==> src/logic/ctlr_pkg.sv <==
// Package: register map, fields, reset values and widths of the trip latch block
package ctlr_pkg;
   localparam int unsigned ADDR_W        = 8;
   localparam int unsigned DAC_W         = 12;
   localparam int unsigned DIV_W         = 8;
   localparam int unsigned THR_W         = 5;
   // Register byte offsets
   localparam logic [7:0] REG_STATUS     = 8'h00;
   localparam logic [7:0] REG_CLEAR      = 8'h04;
   localparam logic [7:0] REG_FILTER     = 8'h08;
   localparam logic [7:0] REG_RAMP_START = 8'h0c;
   localparam logic [7:0] REG_RAMP_STEP  = 8'h10;
   localparam logic [7:0] REG_DAC_VALUE  = 8'h14;
   localparam logic [7:0] REG_IRQ_STATUS = 8'h18;
   localparam logic [7:0] REG_IRQ_MASK   = 8'h1c;
   // Status register fields
   localparam int unsigned ST_FILTER_BIT = 0;
   localparam int unsigned ST_LATCH_BIT  = 1;
   localparam int unsigned ST_HIGH_BIT   = 2;
   localparam int unsigned ST_RAMP_BIT   = 3;
   // Clear register fields
   localparam int unsigned CLR_LATCH_BIT = 0;
   // Filter control fields
   localparam int unsigned FC_DIV_LSB    = 0;
   localparam int unsigned FC_THR_LSB    = 8;
   localparam int unsigned FC_INIT_BIT   = 16;
   localparam int unsigned FC_SRC_BIT    = 17;
   // Interrupt status fields
   localparam int unsigned IRQ_TRIP_BIT  = 0;
   localparam int unsigned IRQ_SYNC_BIT  = 1;
   localparam int unsigned IRQ_COLL_BIT  = 2;
   localparam int unsigned IRQ_W         = 3;
   // Reset values and synchroniser depth
   localparam logic [DIV_W-1:0] RST_DIV  = 8'h01;
   localparam logic [THR_W-1:0] RST_THR  = 5'h01;
   localparam logic [DAC_W-1:0] RST_RAMP_START = 12'hfff;
   localparam logic [DAC_W-1:0] RST_RAMP_STEP  = 12'h001;
   localparam logic [IRQ_W-1:0] RST_IRQ_MASK   = 3'h0;
   localparam int unsigned SYNC_STAGES   = 2;
   // Ramp states
   typedef enum logic [1:0] {
      CTLR_RAMP_IDLE = 2'b00,
      CTLR_RAMP_RUN  = 2'b01,
      CTLR_RAMP_HALT = 2'b11
   } ctlr_ramp_t;
endpackage

==> src/logic/ctlr_top.sv <==
// Comparator trip latch, filter front end, ramp generator and Wishbone registers
//
// Functional notes
// - Trip latch holds until software clear or pwm sync pulse.
// - Latch sets only from filtered comparator output, never raw.
// - Worst-case latency is 4 + threshold times (divider + 1) clocks.
// - Filter may present stale history for one more latency after clear.
// - Filter high at clear sets latch again on next clock.
// - Filter output state readable in comparator status register.
// - Filter reinit through trip filter control flushes sample history.
// - Ramp decrements DAC value from each pwm sync pulse.
// - High comparator status flag stops the ramp decrement.
// - Trip coincident with sync wins; ramp halts until a sync finds the latch clear.
`timescale 1ns/1ns
module ctlr_top
   import ctlr_pkg::*;
#(
   parameter int unsigned HIST_DEPTH = 32
)(
   input  wire logic              CLK_SYS_I,
   input  wire logic              RESETN_I,
   input  wire logic              WB_CYC_I,
   input  wire logic              WB_STB_I,
   input  wire logic              WB_WE_I,
   input  wire logic [ADDR_W-1:0] WB_ADR_I,
   input  wire logic [3:0]        WB_SEL_I,
   input  wire logic [31:0]       WB_DAT_I,
   output logic       [31:0]      WB_DAT_O,
   output logic                   WB_ACK_O,
   input  wire logic              COMP_HIGH_I,
   input  wire logic              PWM_SYNC_PULSE_I,
   output logic                   TRIP_O,
   output logic       [DAC_W-1:0] DAC_VALUE_O,
   output logic                   IRQ_O
);
   logic [SYNC_STAGES-1:0] comp_sync_ff;
   logic [SYNC_STAGES-1:0] pwm_sync_ff;
   logic                   pwm_sync_d_ff;
   logic                   comp_q;
   logic                   pwm_sync_pulse;
   logic                   filt_out;
   logic                   trip_latch_ff;
   logic                   high_flag;
   logic [DIV_W-1:0]       div_ff;
   logic [THR_W-1:0]       thr_ff;
   logic                   filt_init_ff;
   logic                   sync_clr_en_ff;
   logic [DAC_W-1:0]       ramp_start_ff;
   logic [DAC_W-1:0]       ramp_step_ff;
   logic [DAC_W-1:0]       dac_ff;
   ctlr_ramp_t             ramp_state_ff;
   logic [IRQ_W-1:0]       irq_st_ff;
   logic [IRQ_W-1:0]       irq_mask_ff;
   logic [IRQ_W-1:0]       irq_evt;
   logic                   wb_req;
   logic                   wb_wr;
   logic                   wb_rd;
   logic                   sw_clear;
   logic [31:0]            nxt_rdata;

   function automatic logic hit(input logic [ADDR_W-1:0] adr, input logic [7:0] off);
      hit = (adr[ADDR_W-1:2] == off[ADDR_W-1:2]);
   endfunction

   // Two-stage synchronisers for external levels
   always_ff @(posedge CLK_SYS_I or negedge RESETN_I)
   begin
      if (!RESETN_I)
      begin
         comp_sync_ff  <= '0;
         pwm_sync_ff   <= '0;
         pwm_sync_d_ff <= 1'b0;
      end
      else
      begin
         comp_sync_ff  <= {comp_sync_ff[SYNC_STAGES-2:0], COMP_HIGH_I};
         pwm_sync_ff   <= {pwm_sync_ff[SYNC_STAGES-2:0], PWM_SYNC_PULSE_I};
         pwm_sync_d_ff <= pwm_sync_ff[SYNC_STAGES-1];
      end
   end

   assign comp_q         = comp_sync_ff[SYNC_STAGES-1];
   assign pwm_sync_pulse = pwm_sync_ff[SYNC_STAGES-1] && !pwm_sync_d_ff;

   ctlr_filter #(
      .DEPTH   (HIST_DEPTH)
   ) u_filter (
      .clk_i   (CLK_SYS_I),
      .rst_n_i (RESETN_I),
      .sample_i(comp_q),
      .div_i   (div_ff),
      .thr_i   (thr_ff),
      .flush_i (filt_init_ff),
      .out_o   (filt_out)
   );

   // Wishbone classic slave, one wait state
   assign wb_req   = WB_CYC_I && WB_STB_I && !WB_ACK_O;
   assign wb_wr    = wb_req && WB_WE_I;
   assign wb_rd    = wb_req && !WB_WE_I;
   assign sw_clear = wb_wr && hit(WB_ADR_I, REG_CLEAR) && WB_SEL_I[0]
                     && WB_DAT_I[CLR_LATCH_BIT];

   always_ff @(posedge CLK_SYS_I or negedge RESETN_I)
   begin
      if (!RESETN_I)
         WB_ACK_O <= 1'b0;
      else
         WB_ACK_O <= wb_req;
   end

   // Trip latch: clear takes effect, filter high re-sets next cycle
   always_ff @(posedge CLK_SYS_I or negedge RESETN_I)
   begin
      if (!RESETN_I)
         trip_latch_ff <= 1'b0;
      else if (sw_clear || (pwm_sync_pulse && sync_clr_en_ff))
         trip_latch_ff <= 1'b0;
      else if (filt_out)
         trip_latch_ff <= 1'b1;
   end

   assign high_flag = trip_latch_ff;
   assign TRIP_O    = trip_latch_ff;

   // Control registers
   always_ff @(posedge CLK_SYS_I or negedge RESETN_I)
   begin
      if (!RESETN_I)
      begin
         div_ff         <= RST_DIV;
         thr_ff         <= RST_THR;
         sync_clr_en_ff <= 1'b0;
         ramp_start_ff  <= RST_RAMP_START;
         ramp_step_ff   <= RST_RAMP_STEP;
         irq_mask_ff    <= RST_IRQ_MASK;
      end
      else if (wb_wr)
      begin
         if (hit(WB_ADR_I, REG_FILTER))
         begin
            if (WB_SEL_I[0])
               div_ff <= WB_DAT_I[FC_DIV_LSB +: DIV_W];
            if (WB_SEL_I[1])
               thr_ff <= WB_DAT_I[FC_THR_LSB +: THR_W];
            if (WB_SEL_I[2])
               sync_clr_en_ff <= WB_DAT_I[FC_SRC_BIT];
         end
         if (hit(WB_ADR_I, REG_RAMP_START) && WB_SEL_I[0])
            ramp_start_ff[7:0] <= WB_DAT_I[7:0];
         if (hit(WB_ADR_I, REG_RAMP_START) && WB_SEL_I[1])
            ramp_start_ff[DAC_W-1:8] <= WB_DAT_I[DAC_W-1:8];
         if (hit(WB_ADR_I, REG_RAMP_STEP) && WB_SEL_I[0])
            ramp_step_ff[7:0] <= WB_DAT_I[7:0];
         if (hit(WB_ADR_I, REG_RAMP_STEP) && WB_SEL_I[1])
            ramp_step_ff[DAC_W-1:8] <= WB_DAT_I[DAC_W-1:8];
         if (hit(WB_ADR_I, REG_IRQ_MASK) && WB_SEL_I[0])
            irq_mask_ff <= WB_DAT_I[IRQ_W-1:0];
      end
   end

   always_ff @(posedge CLK_SYS_I or negedge RESETN_I)
   begin
      if (!RESETN_I)
         filt_init_ff <= 1'b0;
      else
         filt_init_ff <= wb_wr && hit(WB_ADR_I, REG_FILTER) && WB_SEL_I[2]
                         && WB_DAT_I[FC_INIT_BIT];
   end

   // Falling ramp generator
   always_ff @(posedge CLK_SYS_I or negedge RESETN_I)
   begin
      if (!RESETN_I)
      begin
         ramp_state_ff <= CTLR_RAMP_IDLE;
         dac_ff        <= RST_RAMP_START;
      end
      else
      begin
         unique case (ramp_state_ff)
            CTLR_RAMP_IDLE, CTLR_RAMP_HALT:
            begin
               if (pwm_sync_pulse && !high_flag)
               begin
                  ramp_state_ff <= CTLR_RAMP_RUN;
                  dac_ff        <= ramp_start_ff;
               end
            end
            CTLR_RAMP_RUN:
            begin
               if (high_flag)
                  ramp_state_ff <= CTLR_RAMP_HALT;
               else if (pwm_sync_pulse)
                  dac_ff <= ramp_start_ff;
               else if (dac_ff > ramp_step_ff)
                  dac_ff <= dac_ff - ramp_step_ff;
               else
                  dac_ff <= '0;
            end
            default:
               ramp_state_ff <= CTLR_RAMP_IDLE;
         endcase
      end
   end

   assign DAC_VALUE_O = dac_ff;

   // Sticky events, set wins over read clear
   assign irq_evt[IRQ_TRIP_BIT] = filt_out && !trip_latch_ff;
   assign irq_evt[IRQ_SYNC_BIT] = pwm_sync_pulse;
   assign irq_evt[IRQ_COLL_BIT] = pwm_sync_pulse && high_flag;

   always_ff @(posedge CLK_SYS_I or negedge RESETN_I)
   begin
      if (!RESETN_I)
         irq_st_ff <= '0;
      else if (wb_rd && hit(WB_ADR_I, REG_IRQ_STATUS))
         irq_st_ff <= irq_evt;
      else
         irq_st_ff <= irq_st_ff | irq_evt;
   end

   always_ff @(posedge CLK_SYS_I or negedge RESETN_I)
   begin
      if (!RESETN_I)
         IRQ_O <= 1'b0;
      else
         IRQ_O <= |(irq_st_ff & irq_mask_ff);
   end

   // Read mux; unmapped reads zero
   always_comb
   begin
      nxt_rdata = '0;
      if (hit(WB_ADR_I, REG_STATUS))
      begin
         nxt_rdata[ST_FILTER_BIT] = filt_out;
         nxt_rdata[ST_LATCH_BIT]  = trip_latch_ff;
         nxt_rdata[ST_HIGH_BIT]   = high_flag;
         nxt_rdata[ST_RAMP_BIT]   = (ramp_state_ff == CTLR_RAMP_RUN);
      end
      else if (hit(WB_ADR_I, REG_FILTER))
      begin
         nxt_rdata[FC_DIV_LSB +: DIV_W] = div_ff;
         nxt_rdata[FC_THR_LSB +: THR_W] = thr_ff;
         nxt_rdata[FC_SRC_BIT]          = sync_clr_en_ff;
      end
      else if (hit(WB_ADR_I, REG_RAMP_START))
         nxt_rdata[DAC_W-1:0] = ramp_start_ff;
      else if (hit(WB_ADR_I, REG_RAMP_STEP))
         nxt_rdata[DAC_W-1:0] = ramp_step_ff;
      else if (hit(WB_ADR_I, REG_DAC_VALUE))
         nxt_rdata[DAC_W-1:0] = dac_ff;
      else if (hit(WB_ADR_I, REG_IRQ_STATUS))
         nxt_rdata[IRQ_W-1:0] = irq_st_ff;
      else if (hit(WB_ADR_I, REG_IRQ_MASK))
         nxt_rdata[IRQ_W-1:0] = irq_mask_ff;
   end

   always_ff @(posedge CLK_SYS_I or negedge RESETN_I)
   begin
      if (!RESETN_I)
         WB_DAT_O <= '0;
      else if (wb_rd)
         WB_DAT_O <= nxt_rdata;
   end
endmodule

==> src/logic/ctlr_filter.sv <==
// Unanimous-vote digital filter with clock divider and flushable sample history
`timescale 1ns/1ns
module ctlr_filter
   import ctlr_pkg::*;
#(
   parameter int unsigned DEPTH = 32
)(
   input  wire logic             clk_i,
   input  wire logic             rst_n_i,
   input  wire logic             sample_i,
   input  wire logic [DIV_W-1:0] div_i,
   input  wire logic [THR_W-1:0] thr_i,
   input  wire logic             flush_i,
   output logic                  out_o
);
   logic [DIV_W-1:0] div_cnt_ff;
   logic [DEPTH-1:0] hist_ff;
   logic [5:0]       ones;
   logic [5:0]       zeros;
   logic             tick;
   logic [THR_W-1:0] thr_eff;

   assign tick    = (div_cnt_ff >= div_i);
   assign thr_eff = (thr_i == '0) ? THR_W'(1) : thr_i;

   // Divided sample tick
   always_ff @(posedge clk_i or negedge rst_n_i)
   begin
      if (!rst_n_i)
         div_cnt_ff <= '0;
      else if (flush_i || tick)
         div_cnt_ff <= '0;
      else
         div_cnt_ff <= div_cnt_ff + DIV_W'(1);
   end

   // Sample history, cleared by reinit
   always_ff @(posedge clk_i or negedge rst_n_i)
   begin
      if (!rst_n_i)
         hist_ff <= '0;
      else if (flush_i)
         hist_ff <= '0;
      else if (tick)
         hist_ff <= {hist_ff[DEPTH-2:0], sample_i};
   end

   // Count agreeing samples in the vote window
   always_comb
   begin
      ones  = '0;
      zeros = '0;
      for (int i = 0; i < DEPTH; i++)
      begin
         if (i < int'(thr_eff))
         begin
            if (hist_ff[i])
               ones = ones + 6'h01;
            else
               zeros = zeros + 6'h01;
         end
      end
   end

   // Output changes only on unanimous vote or reinit
   always_ff @(posedge clk_i or negedge rst_n_i)
   begin
      if (!rst_n_i)
         out_o <= 1'b0;
      else if (flush_i)
         out_o <= 1'b0;
      else if (ones == 6'(thr_eff))
         out_o <= 1'b1;
      else if (zeros == 6'(thr_eff))
         out_o <= 1'b0;
   end
endmodule

==> config.mk <==
export PLATFORM = sky130hd
export DESIGN_NAME = ctlr_top
export DESIGN_NICKNAME = d
export VERILOG_FILES = /design/src/logic/ctlr_pkg.sv /design/src/logic/ctlr_top.sv /design/src/logic/ctlr_filter.sv
export SDC_FILE = /design/constraint.sdc
export NUM_CORES = 1
export LEC_CHECK = 0
export CORE_MARGIN = 2
export CORE_UTILIZATION = 59
export CTS_CLUSTER_SIZE = 10
export DETAILED_ROUTE_END_ITERATION = 6
export DONT_BUFFER_PORTS = 1
export GPL_TIMING_DRIVEN = 0
export PLACE_DENSITY = 0.81
export SYNTH_ARGS = -nofsm -noshare
export SYNTH_HDL_FRONTEND = slang
export SYNTH_SLANG_ARGS = --single-unit
==> constraint.sdc <==
create_clock -name CLK_SYS_I -period 22.9 [get_ports CLK_SYS_I]
set_input_delay 1.145 -clock CLK_SYS_I [delete_from_list [all_inputs] [get_ports CLK_SYS_I]]
set_output_delay 1.145 -clock CLK_SYS_I [all_outputs]
set_load 0.05 [all_outputs]
==> key figures <==
Run status
  – Status: finished, final reports clean

CTS
  – CTS tree: yes
  – Cts hold-fix bufs: 0
  – Longest Clk Path Bufs: 2
  – Setup bufs post-CTS: 0
  – Clock Tree Root: clkbuf_16
  – Post-CTS Resized: 0
  – CTS buffer count: 17
  – Clock Sinks: approximately 120
  – H-tree Lvls: 4
  – Skew-Pair Late Insertion Delay: 430 ps
  – Clock-pin slew on the worst setup and hold paths: about 60 ps

Routing
  – Pre-Repair DR Iteration Count: 6
  – Via count: 13,300
  – Vias/cell: 6.25
  – # DRC: 0
  – Antenna-violating nets left: 0
  – Routed wire length: 37.9 mm
  – Wire per inst: 17.8 µm
  – Starting DRT DRC Count: 1,195

Synth
  – Ranking of synthesized cells by area: dfrtp_1 (16%), xnor2_1 (8.4%), ha_1 (7.1%)
  – Synth unique cells: 103
  – Syn Std Cell Area: 14,500 µm²
  – Flops & latches, synth: 121
  – Synth top area share: 16.2%
  – Post-Syn Area per Cell: 8.26 µm²
  – Ys flop type: dfrtp_1
  – Seq/Total Area, Yosys: 21.1%
  – EDFF count, synth: 0
  – Mapped Cells: between 1,500 and 2,000
  – Area leader, netlist: dfrtp_1
  – Synth warn: 0
  – FFs w/ async S/R, synth: 100%

Critical path
  – Critical Path Fanout Max: 10
  – Crit path max-delay cell type: nor4_4
  – Crit Path Class: reg2reg
  – Worst setup SP type: flip-flop
  – CP peak stage delay: 620 ps
  – RR Endpoint: u_filter.out_o
  – CP most frequent cell: ha_1
  – Setup crit end kind: flip-flop
  – Worst R2R Start: thr_ff[2]
  – Arrival time at the worst endpoint: 20,960 ps
  – Worst Path Required: roughly 23,000 ps
  – FF-to-FF setup slack: 2250 ps
  – FF-to-FF path depth: 102

STA
  – Max Slew Vio Count: 0
  – Fmax: 0.0484 GHz
  – Tmin final: 20,650 ps
  – RSZ-0062 raised after global routing: no
  – Worst setup margin: between 2000 and 2500 ps
  – Hold Worst Slack: between 300 and 400 ps
  – Endpoints failing setup: 0
  – Fin Clk Skew: 7.62 ps
  – Fin crit share: 90.2%
  – Max_slew headroom: between 10 and 15%
  – Worst slew pin tran: 1280 ps
  – Fin. Hold Viols: 0
  – Setup TNS Final: 0 ps

Worst hold path
  – Hold WC Path Type: reg2reg
  – Hold path depth: 0
  – HP Start: pwm_sync_ff[0]
  – WHS Endpoint: pwm_sync_ff[1]

Cells and area
  – Layout cell share with drive strength beyond 1: 11.4%
  – Non-filler cells in the finished layout: 2,131
  – Ant diodes: 0
  – Filler cells: 1,985
  – Nets@finish: 1,928
  – Post-route cell area: between 15,000 and 20,000 µm²
  – Synthesis-to-finish area growth: 7.84%

Power and ir drop
  – Leakage power: 0.00658 µW
  – Net Sw Frac: about two fifths
  – Seq pwr share: between 20% and 30%
  – Comb pwr share: 45.3%
  – Worst vdd ir: between 0.07 and 0.08 mV
  – Clock Power Share: a little over a quarter
  – Net switching power: ~460 µW
  – PwrDens: 70.3 nW/µm²
  – P_int: 642 µW

Flow run
  – Max-cap violations: 0

Place
  – Dpl hpwl: 29.3 mm
  – Worst slack, placed: 2620 ps
  – DP Cell Count: about 2,100
  – IO Port Bufs: 0
  – Cell Area, Placed: between 15,000 and 20,000 µm²
  – Final Wtd Congestion: roughly 0.92

Global routing
  – GR Util All Layers: around 29%
  – First-pass GRT wire length: 62.8 mm
  – Pin count of the biggest net entering global routing: roughly 120
  – Vias in the first global route: 12,900
  – Initial antenna violation count: 0
  – GRT overflow: 0

Die
  – Initial Util: 59.9%
  – Area of the die: 25,900 µm²
  – I/O pin count: around 100
  – Chip height: ~160 µm
  – Die width: 161 µm
  – Row count: 57
  – Core area: 24,200 µm²
-- registers in the layout (all words and copies together), names as in the netlist --
name                 cells
u_filter.hist_ff        31
WB_DAT_O                14
DAC_VALUE_O             12
ramp_start_ff           12
ramp_step_ff            12
div_ff                   8
u_filter.div_cnt_ff      8
thr_ff                   5
irq_mask_ff              3
irq_st_ff                3
comp_sync_ff             2
pwm_sync_ff              2
ramp_state_ff            2
IRQ_O                    1
TRIP_O                   1
WB_ACK_O                 1
filt_init_ff             1
pwm_sync_d_ff            1
sync_clr_en_ff           1
u_filter.out_o           1
-- power groups by stage --
stage               sequential [µW]  combinational, µW  clock, µW
global route                    304                564        312
CTS                             298                494        301
finish                          301                499        301
global placement                300                468          0
floorplan                       284                397          0
detailed placement              301                489          0
-- cell usage after synthesis, drive strengths merged, types with 7 or more instances --
master and instances:
dfstp 27, nand2b 46, a22oi 14, mux2i 37
o211ai 10, a31oi 16, or2 13, nand4 20
dfrtp 94, and3 25, clkbuf 52, a211oi 13
o31ai 20, o21ai 98, nor4b 8, o22ai 9
xor3 9, buf 31, a221oi 15, a21oi 74
or3 13, nor3 46, mux2 53, inv 78
a21o 14, ha 82, and2 23, nand3 60
o21a 11, nand3b 9, xnor3 18, xnor2 154
xor2 69, nor3b 9, nand2 212, nor4 11
a32oi 7, nor2b 25, nor2 129
-- critical path, delay by kind of cell (launching register included) --
kind	cells	cell delay (ps)
AO/OA/AOI/OAI	26	4810
adder cells (fa/ha/maj)	29	8590
buffers and inverters	6	680
flip-flops	1	420
multiplexers	4	1320
AND/OR/NAND/NOR	37	4690
-- layer usage --
| layer | vias to the layer above | global-route usage [%] | routed length (µm) |
|---|---|---|---|
| li1 | 6362 | - | - |
| met3 | 74 | 4.26 | 2410 |
| met1 | 6404 | 38.1 | 16400 |
| met5 | - | 0 | 0 |
| met2 | 473 | 49.9 | 18200 |
| met4 | 0 | 9.78 | 928 |
-- layout by cell type (no fill, tap or decap), types with 23 or more instances in the layout --
| cell | instances |
|---|---|
| a21oi_1 | 72 |
| and3_1 | 24 |
| xor2_1 | 66 |
| nand2_1 | 212 |
| nor3_1 | 43 |
| ha_1 | 82 |
| clkbuf_1 | 51 |
| nand2b_1 | 46 |
| nor2b_1 | 25 |
| mux2i_1 | 35 |
| o21ai_0 | 91 |
| nand3_1 | 59 |
| xnor2_1 | 140 |
| nor2_1 | 129 |
| dfrtp_1 | 94 |
| dfstp_2 | 27 |
| inv_1 | 76 |
| mux2_2 | 53 |
| and2_1 | 23 |
-- worst max path at each step --
| stage | start | endpoint | slack [ps] |
|---|---|---|---|
| final | thr_ff[2] | u_filter.out_o | 2250 |
| after global routing | thr_ff[2] | u_filter.out_o | 830 |
| after CTS | thr_ff[2] | u_filter.out_o | 2510 |
| after detailed placement | thr_ff[2] | u_filter.out_o | 2620 |
| after global placement | thr_ff[2] | u_filter.out_o | 3020 |
| after floorplan | thr_ff[2] | u_filter.out_o | 4990 |
-- cell type report --
cell class	instances	area, µm²	area share, %
Inverter	79	297	1.89
Clock buffer	17	425	2.72
Clock inverter	15	238	1.52
Tap cell	324	405	2.59
Sequential cell	121	3060	19.5
Buffer	83	417	2.66
Multi-Input combinational cell	1492	10800	69.1
-- metrics by stage --
stage | util [%] | power [µW]
final | 64.6 | 1100
after CTS | 64.6 | 1090
after global routing | 64.6 | 1180
after global placement | 61.8 | 768
after floorplan | - | 681
after detailed placement | 61.9 | 790
-- cell families (layout without fill, tap and decap cells) --
kind of cell / after synthesis / count (layout) / share of synthesized area [%]
xor gates and xnor gates: 250 / 250 / 18.9
and+or+nand+nor: 666 / 666 / 22.8
buffers and inverters: 162 / 194 / 4.91
adders and majority gates: 83 / 83 / 7.20
AOI/OAI and AO/OA: 382 / 382 / 17.9
other: 1 / 18 / 0.0258
DFF: 121 / 121 / 21.1
muxes: 93 / 93 / 7.17
No activity file was read; power rests on OpenSTA's default activity.
